==> src/pmc_pkg.sv <==
/*
 * pmc_pkg: shared constants and types of the power mode controller.
 * assumes a single 100 MHz pclk that keeps running in every power state.
 */
package pmc_pkg;

   // ************************************************************
   // clock and timing
   // ************************************************************
   localparam int CLK_FREQ_KHZ = 100_000;
   localparam int POR_TIME_MS = 128;
   localparam int POR_CYCLES = POR_TIME_MS * CLK_FREQ_KHZ;

   // ************************************************************
   // register map (byte offsets) and field positions
   // ************************************************************
   localparam logic [7:0] OFS_POWER_CTRL = 8'h00;
   localparam logic [7:0] OFS_PLL_CTRL = 8'h04;
   localparam logic [7:0] OFS_STATUS = 8'h08;
   localparam int BIT_IDLE_REQ = 0;
   localparam int BIT_PDOWN_REQ = 1;
   localparam int BIT_SERIAL_WAKE = 2;
   localparam int BIT_EXT_WAKE = 3;
   localparam int BIT_OSC_HALT = 0;
   localparam int BIT_TIC_EN = 1;
   localparam logic [31:0] POWER_CTRL_RESET = 32'h0000_0000;
   localparam logic [31:0] PLL_CTRL_RESET = 32'h0000_0000;

   // ************************************************************
   // types
   // ************************************************************
   typedef enum logic [1:0] {
      MODE_NORMAL = 2'b00,
      MODE_IDLE = 2'b01,
      MODE_PDOWN = 2'b10
   } pmc_mode_type;

   typedef enum logic [1:0] {
      CAUSE_NONE = 2'b00,
      CAUSE_IRQ = 2'b01,
      CAUSE_TIC = 2'b10,
      CAUSE_PIN = 2'b11
   } pmc_cause_type;

   typedef struct packed {
      logic psel;
      logic penable;
      logic pwrite;
      logic [7:0] paddr;
      logic [31:0] pwdata;
   } pmc_apb_req_type;

   typedef struct packed {
      logic pready;
      logic pslverr;
      logic [31:0] prdata;
   } pmc_apb_rsp_type;

   typedef struct packed {
      logic core_clk_en;
      logic periph_clk_en;
      logic pll_en;
      logic osc_en;
      logic tic_clk_en;
      logic port_hold;
      logic dac_hiz;
      logic core_rst_n;
      logic resume;
   } pmc_power_out_type;

   typedef struct packed {
      logic irq_any;
      logic tic_irq;
      logic serial_irq;
      logic external_interrupt_zero_n;
      logic reset_pin_n;
   } pmc_wake_in_type;

endpackage

==> src/pmc_por_timer.sv <==
/*
 * pmc_por_timer: power-on reset hold and release timer.
 * assumes supply comparator levels arrive synchronous to pclk.
 */
`timescale 1ns/1ns
`default_nettype none

module pmc_por_timer #(
   parameter int POR_CYCLES = pmc_pkg::POR_CYCLES
) (
   input wire logic pclk,              // system clock
   input wire logic presetn,           // async reset, active low
   input wire logic supply_above_hi,   // digital supply above 2.45 V
   input wire logic supply_above_lo,   // digital supply above 1 V
   output logic por_busy               // reset held by power-on logic
);
   import pmc_pkg::*;

   localparam int CW = $clog2(POR_CYCLES + 1);

   typedef struct packed {
      logic [CW-1:0] cnt;
      logic busy;
   } pmc_por_state_type;

   pmc_por_state_type s_q, s_d;

   // the early release check below watches eight cycles of hold
   if (POR_CYCLES < 9) begin : g_bad_cycles
      $error("pmc_por_timer: POR_CYCLES must be at least 9");
   end

   // ************************************************************
   // hold while supply is low, then count out the release delay
   // ************************************************************
   always_comb begin
      s_d = s_q;
      if (!supply_above_hi || !supply_above_lo) begin
         // falling supply keeps reset asserted all the way down to 1 V
         s_d.busy = 1'b1;
         s_d.cnt = '0;
      end else if (s_q.busy) begin
         // release only after the full interval above threshold
         if (s_q.cnt == CW'(POR_CYCLES - 1)) begin
            s_d.busy = 1'b0;
         end else begin
            s_d.cnt = s_q.cnt + CW'(1);
         end
      end
   end

   always_ff @(posedge pclk or negedge presetn) begin
      if (!presetn) begin
         s_q <= '{cnt: '0, busy: 1'b1};
      end else begin
         s_q <= s_d;
      end
   end

   assign por_busy = s_q.busy;
endmodule

`default_nettype wire

==> src/pmc_power_mode_controller.sv <==
/*
 * pmc_power_mode_controller: normal, idle and power-down control with an
 * APB register slave and the power-on reset timer.
 * assumes pclk is an always-on clock and interrupt inputs are synchronous.
 */
// Register access over APB and the placing of the registers were left to the implementer.
`timescale 1ns/1ns
`default_nettype none

// Overview of operation
// - a software write selects idle mode or full power-down from normal
// - idle keeps the oscillator running and gates the core clock
// - idle keeps peripheral clocks running
// - idle asserts no reset, so core registers are kept
// - idle holds port pins and converter outputs at their entry state; the code raises only port_hold in idle and keeps dac_hiz low
// - any enabled interrupt or a hardware reset ends idle
// - power-down stops the PLL and the core clock
// - power-down halts the oscillator only when the halt bit is set
// - the interval counter clock may keep running in power-down
// - all other peripherals lose their clock in power-down
// - power-down holds port levels and makes the converter output high-z
// - reset pin ends power-down, defaults all registers, core restarts
// - power cycling defaults registers and restarts after the por delay
// - interval counter interrupt wakes from power-down without reset
// - serial interrupt wakes power-down only with its wake enable set
// - interrupt zero wakes power-down only with its wake enable set
// - power-on reset holds below threshold, then times out before release
// - on falling supply reset stays held down to the lower level
module pmc_power_mode_controller #(
   parameter int POR_CYCLES = pmc_pkg::POR_CYCLES
) (
   input wire logic pclk,                         // system clock, 100 MHz
   input wire logic presetn,                      // async reset, active low
   input wire pmc_pkg::pmc_apb_req_type apb_req,  // apb request group
   output pmc_pkg::pmc_apb_rsp_type apb_rsp,      // apb response group
   input wire pmc_pkg::pmc_wake_in_type wake_in,  // wake and reset sources
   input wire logic supply_above_hi,              // supply above 2.45 V
   input wire logic supply_above_lo,              // supply above 1 V
   output pmc_pkg::pmc_power_out_type pwr_out     // clock gates and holds
);
   import pmc_pkg::*;

   typedef struct packed {
      pmc_mode_type mode;
      logic idle_req;
      logic pdown_req;
      logic serial_wake_enable;
      logic ext_int_zero_wake_enable;
      logic oscillator_halt_bit;
      logic tic_en;
      pmc_cause_type cause;
      pmc_apb_rsp_type rsp;
      pmc_power_out_type pwr;
   } pmc_state_type;

   pmc_state_type s_q, s_d;
   logic por_busy;
   logic soft_rst;
   logic setup_ph;
   logic access_ph;
   logic mapped;
   logic pdown_wake;
   logic [31:0] power_control_reg;
   logic [31:0] pll_control_reg;
   logic [31:0] status_reg;

   // ************************************************************
   // power-on reset timer
   // ************************************************************
   pmc_por_timer #(
      .POR_CYCLES(POR_CYCLES)
   ) u_por (
      .pclk(pclk),
      .presetn(presetn),
      .supply_above_hi(supply_above_hi),
      .supply_above_lo(supply_above_lo),
      .por_busy(por_busy)
   );

   // ************************************************************
   // register views and decode
   // ************************************************************
   // por or the reset pin both return every register to its default
   assign soft_rst = por_busy || !wake_in.reset_pin_n;
   assign setup_ph = apb_req.psel && !apb_req.penable;
   assign access_ph = apb_req.psel && apb_req.penable;
   assign mapped = (apb_req.paddr == OFS_POWER_CTRL) ||
                   (apb_req.paddr == OFS_PLL_CTRL) ||
                   (apb_req.paddr == OFS_STATUS);

   always_comb begin
      power_control_reg = POWER_CTRL_RESET;
      power_control_reg[BIT_IDLE_REQ] = s_q.idle_req;
      power_control_reg[BIT_PDOWN_REQ] = s_q.pdown_req;
      power_control_reg[BIT_SERIAL_WAKE] = s_q.serial_wake_enable;
      power_control_reg[BIT_EXT_WAKE] = s_q.ext_int_zero_wake_enable;
      pll_control_reg = PLL_CTRL_RESET;
      pll_control_reg[BIT_OSC_HALT] = s_q.oscillator_halt_bit;
      pll_control_reg[BIT_TIC_EN] = s_q.tic_en;
      status_reg = {26'h000_0000, s_q.cause, por_busy, 1'b0, s_q.mode};
   end

   // power-down wake sources; interrupt zero is level sensitive, so a low
   // level around entry would wake at once: the source keeps it high
   assign pdown_wake = (wake_in.tic_irq && s_q.tic_en) ||
                       (wake_in.serial_irq && s_q.serial_wake_enable) ||
                       (!wake_in.external_interrupt_zero_n &&
                        s_q.ext_int_zero_wake_enable);

   // ************************************************************
   // next state: mode machine, register writes, outputs
   // ************************************************************
   always_comb begin
      s_d = s_q;
      s_d.pwr.resume = 1'b0;
      s_d.rsp.pready = 1'b1;
      // zero wait state slave: read data and error are set up in the setup
      // phase so they come straight from flops in the access phase
      if (setup_ph) begin
         s_d.rsp.pslverr = !mapped;
         unique case (apb_req.paddr)
            OFS_POWER_CTRL: s_d.rsp.prdata = power_control_reg;
            OFS_PLL_CTRL: s_d.rsp.prdata = pll_control_reg;
            OFS_STATUS: s_d.rsp.prdata = status_reg;
            default: s_d.rsp.prdata = 32'h0000_0000;
         endcase
      end
      // wake handling first, so a write in the same cycle wins
      unique case (s_q.mode)
         MODE_NORMAL: begin
            if (s_q.pdown_req) begin
               s_d.mode = MODE_PDOWN;
            end else if (s_q.idle_req) begin
               s_d.mode = MODE_IDLE;
            end
         end
         MODE_IDLE: begin
            if (wake_in.irq_any) begin
               s_d.mode = MODE_NORMAL;
               s_d.idle_req = 1'b0;
               s_d.pwr.resume = 1'b1;
               s_d.cause = CAUSE_IRQ;
            end
         end
         MODE_PDOWN: begin
            if (pdown_wake) begin
               s_d.mode = MODE_NORMAL;
               s_d.idle_req = 1'b0;
               s_d.pdown_req = 1'b0;
               s_d.pwr.resume = 1'b1;
               s_d.cause = wake_in.tic_irq && s_q.tic_en ? CAUSE_TIC : CAUSE_PIN;
            end
         end
         default: s_d.mode = MODE_NORMAL;
      endcase
      if (access_ph && apb_req.pwrite && mapped) begin
         if (apb_req.paddr == OFS_POWER_CTRL) begin
            s_d.idle_req = apb_req.pwdata[BIT_IDLE_REQ];
            s_d.pdown_req = apb_req.pwdata[BIT_PDOWN_REQ];
            s_d.serial_wake_enable = apb_req.pwdata[BIT_SERIAL_WAKE];
            s_d.ext_int_zero_wake_enable = apb_req.pwdata[BIT_EXT_WAKE];
         end else if (apb_req.paddr == OFS_PLL_CTRL) begin
            s_d.oscillator_halt_bit = apb_req.pwdata[BIT_OSC_HALT];
            s_d.tic_en = apb_req.pwdata[BIT_TIC_EN];
         end
      end
      // a reset overrides any pending wake or write
      if (soft_rst) begin
         s_d.mode = MODE_NORMAL;
         s_d.idle_req = POWER_CTRL_RESET[BIT_IDLE_REQ];
         s_d.pdown_req = POWER_CTRL_RESET[BIT_PDOWN_REQ];
         s_d.serial_wake_enable = POWER_CTRL_RESET[BIT_SERIAL_WAKE];
         s_d.ext_int_zero_wake_enable = POWER_CTRL_RESET[BIT_EXT_WAKE];
         s_d.oscillator_halt_bit = PLL_CTRL_RESET[BIT_OSC_HALT];
         s_d.tic_en = PLL_CTRL_RESET[BIT_TIC_EN];
         s_d.cause = CAUSE_NONE;
         s_d.pwr.resume = 1'b0;
      end
      // outputs follow the next mode so they leave the flops in step with it
      s_d.pwr.core_clk_en = s_d.mode == MODE_NORMAL;
      s_d.pwr.periph_clk_en = s_d.mode != MODE_PDOWN;
      s_d.pwr.pll_en = s_d.mode != MODE_PDOWN;
      s_d.pwr.osc_en = !(s_d.mode == MODE_PDOWN && s_d.oscillator_halt_bit);
      s_d.pwr.tic_clk_en = s_d.pwr.osc_en && s_d.tic_en;
      s_d.pwr.port_hold = s_d.mode != MODE_NORMAL;
      s_d.pwr.dac_hiz = s_d.mode == MODE_PDOWN;
      // idle and power-down never reset the core, so its state survives
      s_d.pwr.core_rst_n = !soft_rst;
   end

   // ************************************************************
   // state register
   // ************************************************************
   always_ff @(posedge pclk or negedge presetn) begin
      if (!presetn) begin
         s_q <= '{mode: MODE_NORMAL, idle_req: 1'b0, pdown_req: 1'b0,
                  serial_wake_enable: 1'b0, ext_int_zero_wake_enable: 1'b0,
                  oscillator_halt_bit: 1'b0, tic_en: 1'b0, cause: CAUSE_NONE,
                  rsp: '{pready: 1'b0, pslverr: 1'b0, prdata: 32'h0000_0000},
                  pwr: '{core_clk_en: 1'b0, periph_clk_en: 1'b0, pll_en: 1'b1,
                         osc_en: 1'b1, tic_clk_en: 1'b0, port_hold: 1'b0,
                         dac_hiz: 1'b0, core_rst_n: 1'b0, resume: 1'b0}};
      end else begin
         s_q <= s_d;
      end
   end

   assign apb_rsp = s_q.rsp;
   assign pwr_out = s_q.pwr;
endmodule

`default_nettype wire

==> config.mk <==
export PLATFORM = sky130hd
export DESIGN_NAME = pmc_power_mode_controller
export DESIGN_NICKNAME = d
export VERILOG_FILES = /design/src/pmc_pkg.sv /design/src/pmc_por_timer.sv /design/src/pmc_power_mode_controller.sv
export SDC_FILE = /design/constraint.sdc
export NUM_CORES = 1
export LEC_CHECK = 0
export BUFFER_PORTS_ARGS = -buffer_cell sky130_fd_sc_hd__clkbuf_2
export CORE_MARGIN = 3
export CORE_UTILIZATION = 40
export CTS_CLUSTER_SIZE = 10
export DETAILED_ROUTE_END_ITERATION = 12
export GPL_TIMING_DRIVEN = 0
export SLEW_MARGIN = 10
export SYNTH_ARGS = -nofsm -noshare
export SYNTH_HDL_FRONTEND = slang
export SYNTH_HIERARCHICAL = 1
export SYNTH_SLANG_ARGS = --single-unit
==> constraint.sdc <==
create_clock -name pclk -period 2.1 [get_ports pclk]
set_input_delay 0.315 -clock pclk [delete_from_list [all_inputs] [get_ports pclk]]
set_output_delay 0.315 -clock pclk [all_outputs]
set_load 0.02 [all_outputs]
### Yosys cells after proc, flatten, opt, wreduce, memory -nomap -nowiden

Cells that the tools add are included.

* register bits after elaboration: 78
* bits of input ports: 52
* output and inout port bits: 43

* add/subtract/negate cells: 1
* eq/ne operators: 10
* mux-type cells: 25
* reduce and logical (&&, ||, !) cells: 34

Operator list (number)
* two-way mux 25 bit: 2
* adder 24 x 1 -> 24 bit (second input constant): 1
* == test 24 bit (second input constant): 1
* two-way mux 24 bit: 1
* case mux 6 bit (3 select lines): 1
* two-way mux 2 bit: 6
* two-way mux 10 bit: 1
* logical AND 1 bit: 9
* == test 8 x 3 -> 1 bit (second input constant): 1
* == test 8 x 4 -> 1 bit (second input constant): 1
* logical NOT 1 bit: 8
* logical NOT 8 bit: 1
* two-way mux 4 bit: 2
* nonzero test 2 bit: 4
* logical OR 1 bit: 6
* two-way mux 1 bit: 6
* two-way mux 6 bit: 1
* inequality test 3 bit (second input constant): 2
* case mux 2 bit (3 select lines): 1
* == test 2 bit (second input constant): 2
* logical NOT 2 bit: 2
* case mux 1 bit (2 select lines): 2
* case mux 2 bit (2 select lines): 1
* AND reduction 2 bit: 2
* other kinds (6): 6

### Longest topological paths before layout

* depth in word-level cells: 12
* depth in mapped cells: 6
* gate-level depth less buffers: 6

### Modules after synthesis

The synthesis kept the hierarchy.

Modules (own cells, without submodules)
* pmc_power_mode_controller: instances 1, cells each 158, area an instance 1654.1 um^2
* pmc_por_timer: instances 1, cells each 158, area an instance 1488.9 um^2

### Least setup slack after synthesis

Ideal clock, no wire load.

* path kind: flip-flop to flip-flop
* start point: register u_por/s_q[13] (netlist name)
* end point: register u_por/s_q[11] (netlist name)
* library setup time: 0.142 ns
* arrival: 1.717 ns
* setup slack: 0.242 ns
* cell stages (with the launch flop): 5
* cell sequence: dfrtp_1 > or4b_2 > nor4_4 > a2111oi_0 > mux2i_1

* cells in the longest elaborated chain, start to end: 3

Ends and longest elaborated chain
* from (decl): RTL line pmc_por_timer.sv:26 `pmc_por_state_type s_q, s_d;`
* from (signal assigned): RTL line pmc_por_timer.sv:54 `s_q <= '{cnt: '0, busy: 1'b1};`
* == test 24 bit: RTL line pmc_por_timer.sv:44 `if (s_q.cnt == CW'(POR_CYCLES - 1)) begin`
* inequality test 2 x 1 -> 1 bit (no source line)
* AND reduction 2 bit (no source line)

No other way between the ends.
A chain may end at the register's enable or synchronous reset.

### Worst setup path in the final report

* start point: register u_por/s_q[19] (netlist name)
* end point: register u_por/s_q[11] (netlist name)

Same word-level chain as after synthesis.

==> impl_metrics.toml <==
[sta]
timing.final.crit_share_pct = 95.10
drv_slew = 0
slew_headroom_pct = 52.64
worst-slew-pin-transition_ns = 0.7104
max_freq_mhz = 500.7
clock_skew_ns = 0.006927
setup_viol = 0
hold_viol_final = 0
setup-tns-final_ns = 0
finalCriticalPeriod_ns = 1.997
rsz0062_at_grt = "true"

[yosys]
synthTopCellsByArea = "dfrtp_1 39%, buf_4 10%, mux2i_1 3.8%, nand2_1 3.8%, nand2b_1 2.8%"
yosysWarnings = 6
synthFlopType = "dfrtp_1"
ys_ff_latch = 52
postSynth.asyncResetShare_pct = 100.0
synthesis.area_um2 = 3143
ys_seq_area_share_pct = 41.52
syn_area_per_cell_um2 = 9.946
syn-instance-count = 316
yosysTopAreaCellShare_pct = 39.01
synth_top_area_cell = "dfrtp_1"
ys_types = 62
synth_edf_count = 0

[detailed_routing]
wl_per_cell_um = 13.23
drc_errors = 0
routed_via_density = 4.978
final_antenna_net_count = 0
drt-initial-drc-count = 89
drt-total-wl_mm = 6.485
dr.pass1.iters = 4
vias = 2439

[worst_setup_path]
cp-endpoint = "u_por/s_q[11]"
crit_start = "u_por/s_q[19]"
crit_buf_inv = 0
crit_fanout = 6
crit_path_top_delay_cell = "or4b_4"
reg2reg_slack_ns = 0.10
r2r-end = "u_por/s_q[11]"
crit_chain = "or4b_4 -> nor4_4 -> a2111oi_0 -> mux2i_1"
path_depth = 4
cp-start-kind = "flop"
crit_required_ns = 2.28
crit_arrival_ns = 2.18
r2r_start = "u_por/s_q[19]"
end_kind = "flop"
path_class = "reg2reg"
worstRegToRegCells = 4
slowest_delay_ns = 0.61
crit_family = "simple AND/OR/NAND/NOR gates"

[clock_network]
cts_tree = "yes"
clock_path_buffers = 2
clk_transition_reported_paths_ns = 0.10
clk_latency_ns = 0.31
htreeDepth = 2
cts.sinks = 52
cts_buffers = 5
clockRootBuffer = "clkbuf_8"

[job]
maxCapViolCount = 0

[placement]
hpwl_mm = 4.743
gp_congestion = 0.8306
port_buffers = 38

[floorplanning]
dieArea_um2 = 8957
die_w_um = 94.64
start_util_pct = 42.20
die_h_um = 94.64
pin_count = 95
coreArea_um2 = 7447
rows = 31

[cells_and_area]
regMostFlops = "u_por/s_q"
fin_util_pct = 49.78
diodes = 0
fin_nets = 447
largest_reg_flops = 24
drive_above_1_share_pct = 31.71
areaGrowthSynthToFinish_pct = 17.95

[power_and_ir_drop]
p_int_mw = 1.314
pwr-share-clk_pct = 33.5
cellLeakagePower_nw = 1.783
ir_worst_vdd_uv = 471.7
power.switching_mw = 0.4733
pwr-share-seq_pct = 56.5
p_comb_share_pct = 10.0
power.share.switching_pct = 26.48
p_per_area_nw_per_um2 = 482.0

[grt]
antenna_found_initial = 0
grt_pass1_wl_mm = 10.90
grt_usage_pct = 15.25
grt_max_degree = 53
grt_pass1_vias = 2320
grt-ovfl-total = 0

[min_path]
hp-class = "in2async"

[status]
status = "completed"
==> metrics by stage <==
stage / power, mW / hold slack [ns] / cell area, um2 / setup slack [ns] / instances
finish: 1.787 / 0.07763 / 3707 / 0.1029 / 490
detailed placement: 1.209 / 0.4492 / 3553 / -0.08154 / 478
global placement: 1.207 / 0.4638 / 3551 / -0.02413 / 478
CTS: 1.813 / 0.09701 / 3675 / 0.01154 / 489
floorplan: 1.149 / 0.01941 / 3237 / 0.2418 / 341
global route: 1.866 / 0.1311 / 3707 / -0.03262 / 490
==> cells in the mapped netlist, drive strengths merged (4+ instances only) <==
library cell / count
nor4: 6
a31oi: 8
nand2: 34
nand2b: 14
nand4: 9
mux2i: 12
a2111oi: 4
o21ai: 14
inv: 8
buf: 48
dfrtp: 49
nand3: 4
or4: 7
ha: 5
o31ai: 4
a21oi: 17
a22o: 4
or3: 4
nor2: 11
clkbuf: 6
==> repair_timing <==
action / CTS / global route
buffers inserted: 3 / 2
endpoints found under the setup margin: 10 / 19
gates resized for setup: 2 / 4
cloned: 0 / 0
hold buffers: 0 / 0
pin swaps: 2 / 3
==> power groups by stage <==
| stage | Combinational [mW] | Clock (mW) | Sequential [mW] |
|---|---|---|---|
| 2_1_floorplan | 0.121 | 0 | 1.03 |
| 3_3_place_gp | 0.179 | 0 | 1.03 |
| 3_5_place_dp | 0.180 | 0 | 1.03 |
| 4_1_cts | 0.180 | 0.624 | 1.01 |
| 5_1_grt | 0.200 | 0.655 | 1.01 |
| 6_report | 0.179 | 0.599 | 1.01 |
==> layer usage <==
metal	share of wire [%]	vias to the layer above	GRT usage [%]
li1	-	1236	-
met3	5.2	5	2.948
met5	0	-	0
met4	0.93	0	3.846
met1	48	1141	20.69
met2	46	57	25.01
==> worst min path at each step <==
stage	from	endpoint	slack, ns	depth (start not counted)
after floorplan	presetn	apb_rsp[0]	0.02	0
after detailed placement	presetn	apb_rsp[32]	0.45	1
after global routing	presetn	apb_rsp[32]	0.13	1
final	presetn	apb_rsp[32]	0.08	1
after CTS	presetn	apb_rsp[32]	0.1	1
after global placement	apb_rsp[32]	apb_rsp[32]	0.46	2
==> kinds of logic after synthesis <==
group                      after synthesis  share of synthesized area, %
AOI/OAI and AO/OA                       71                         17.32
other                                    2                        0.2389
buffers and inverters                   62                         13.14
muxes                                   13                         4.299
and+or+nand+nor                        111                         21.50
DFF                                     52                         41.52
adders and majority gates                5                         1.990
==> placed cells by master, fill, tap and decap left out, types with 3 or more instances in the layout <==
master,netlist,final
clkbuf_8,0,5
dfstp_2,3,3
mux2i_1,12,12
a41o_1,3,3
ha_1,5,5
inv_1,8,8
buf_2,3,3
dfrtp_1,49,49
nand4_1,8,8
buf_4,43,48
o31ai_1,4,4
nand2b_1,14,14
clkbuf_1,6,5
and2_1,3,3
or3_1,4,4
a22o_1,4,4
a21oi_1,17,17
nor2_1,11,11
nand2_1,32,32
nor4_4,3,4
o21ai_0,12,12
clkbuf_2,0,37
conb_1,2,27
or4_1,7,6
a31oi_1,7,7
and3_1,3,3
nand3_1,4,4
==> final cells by class <==
type | instances | area [um2]
fill | 702 | 3740
buffer | 53 | 379.1
clock buffer | 5 | 68.82
timing repair buffer | 43 | 230.2
tap | 99 | 123.9
inverter | 8 | 30.03
sequential | 52 | 1305
clock inverter | 3 | 22.52
multi-input combinational | 227 | 1548
Power figures use the tool's default switching activity.
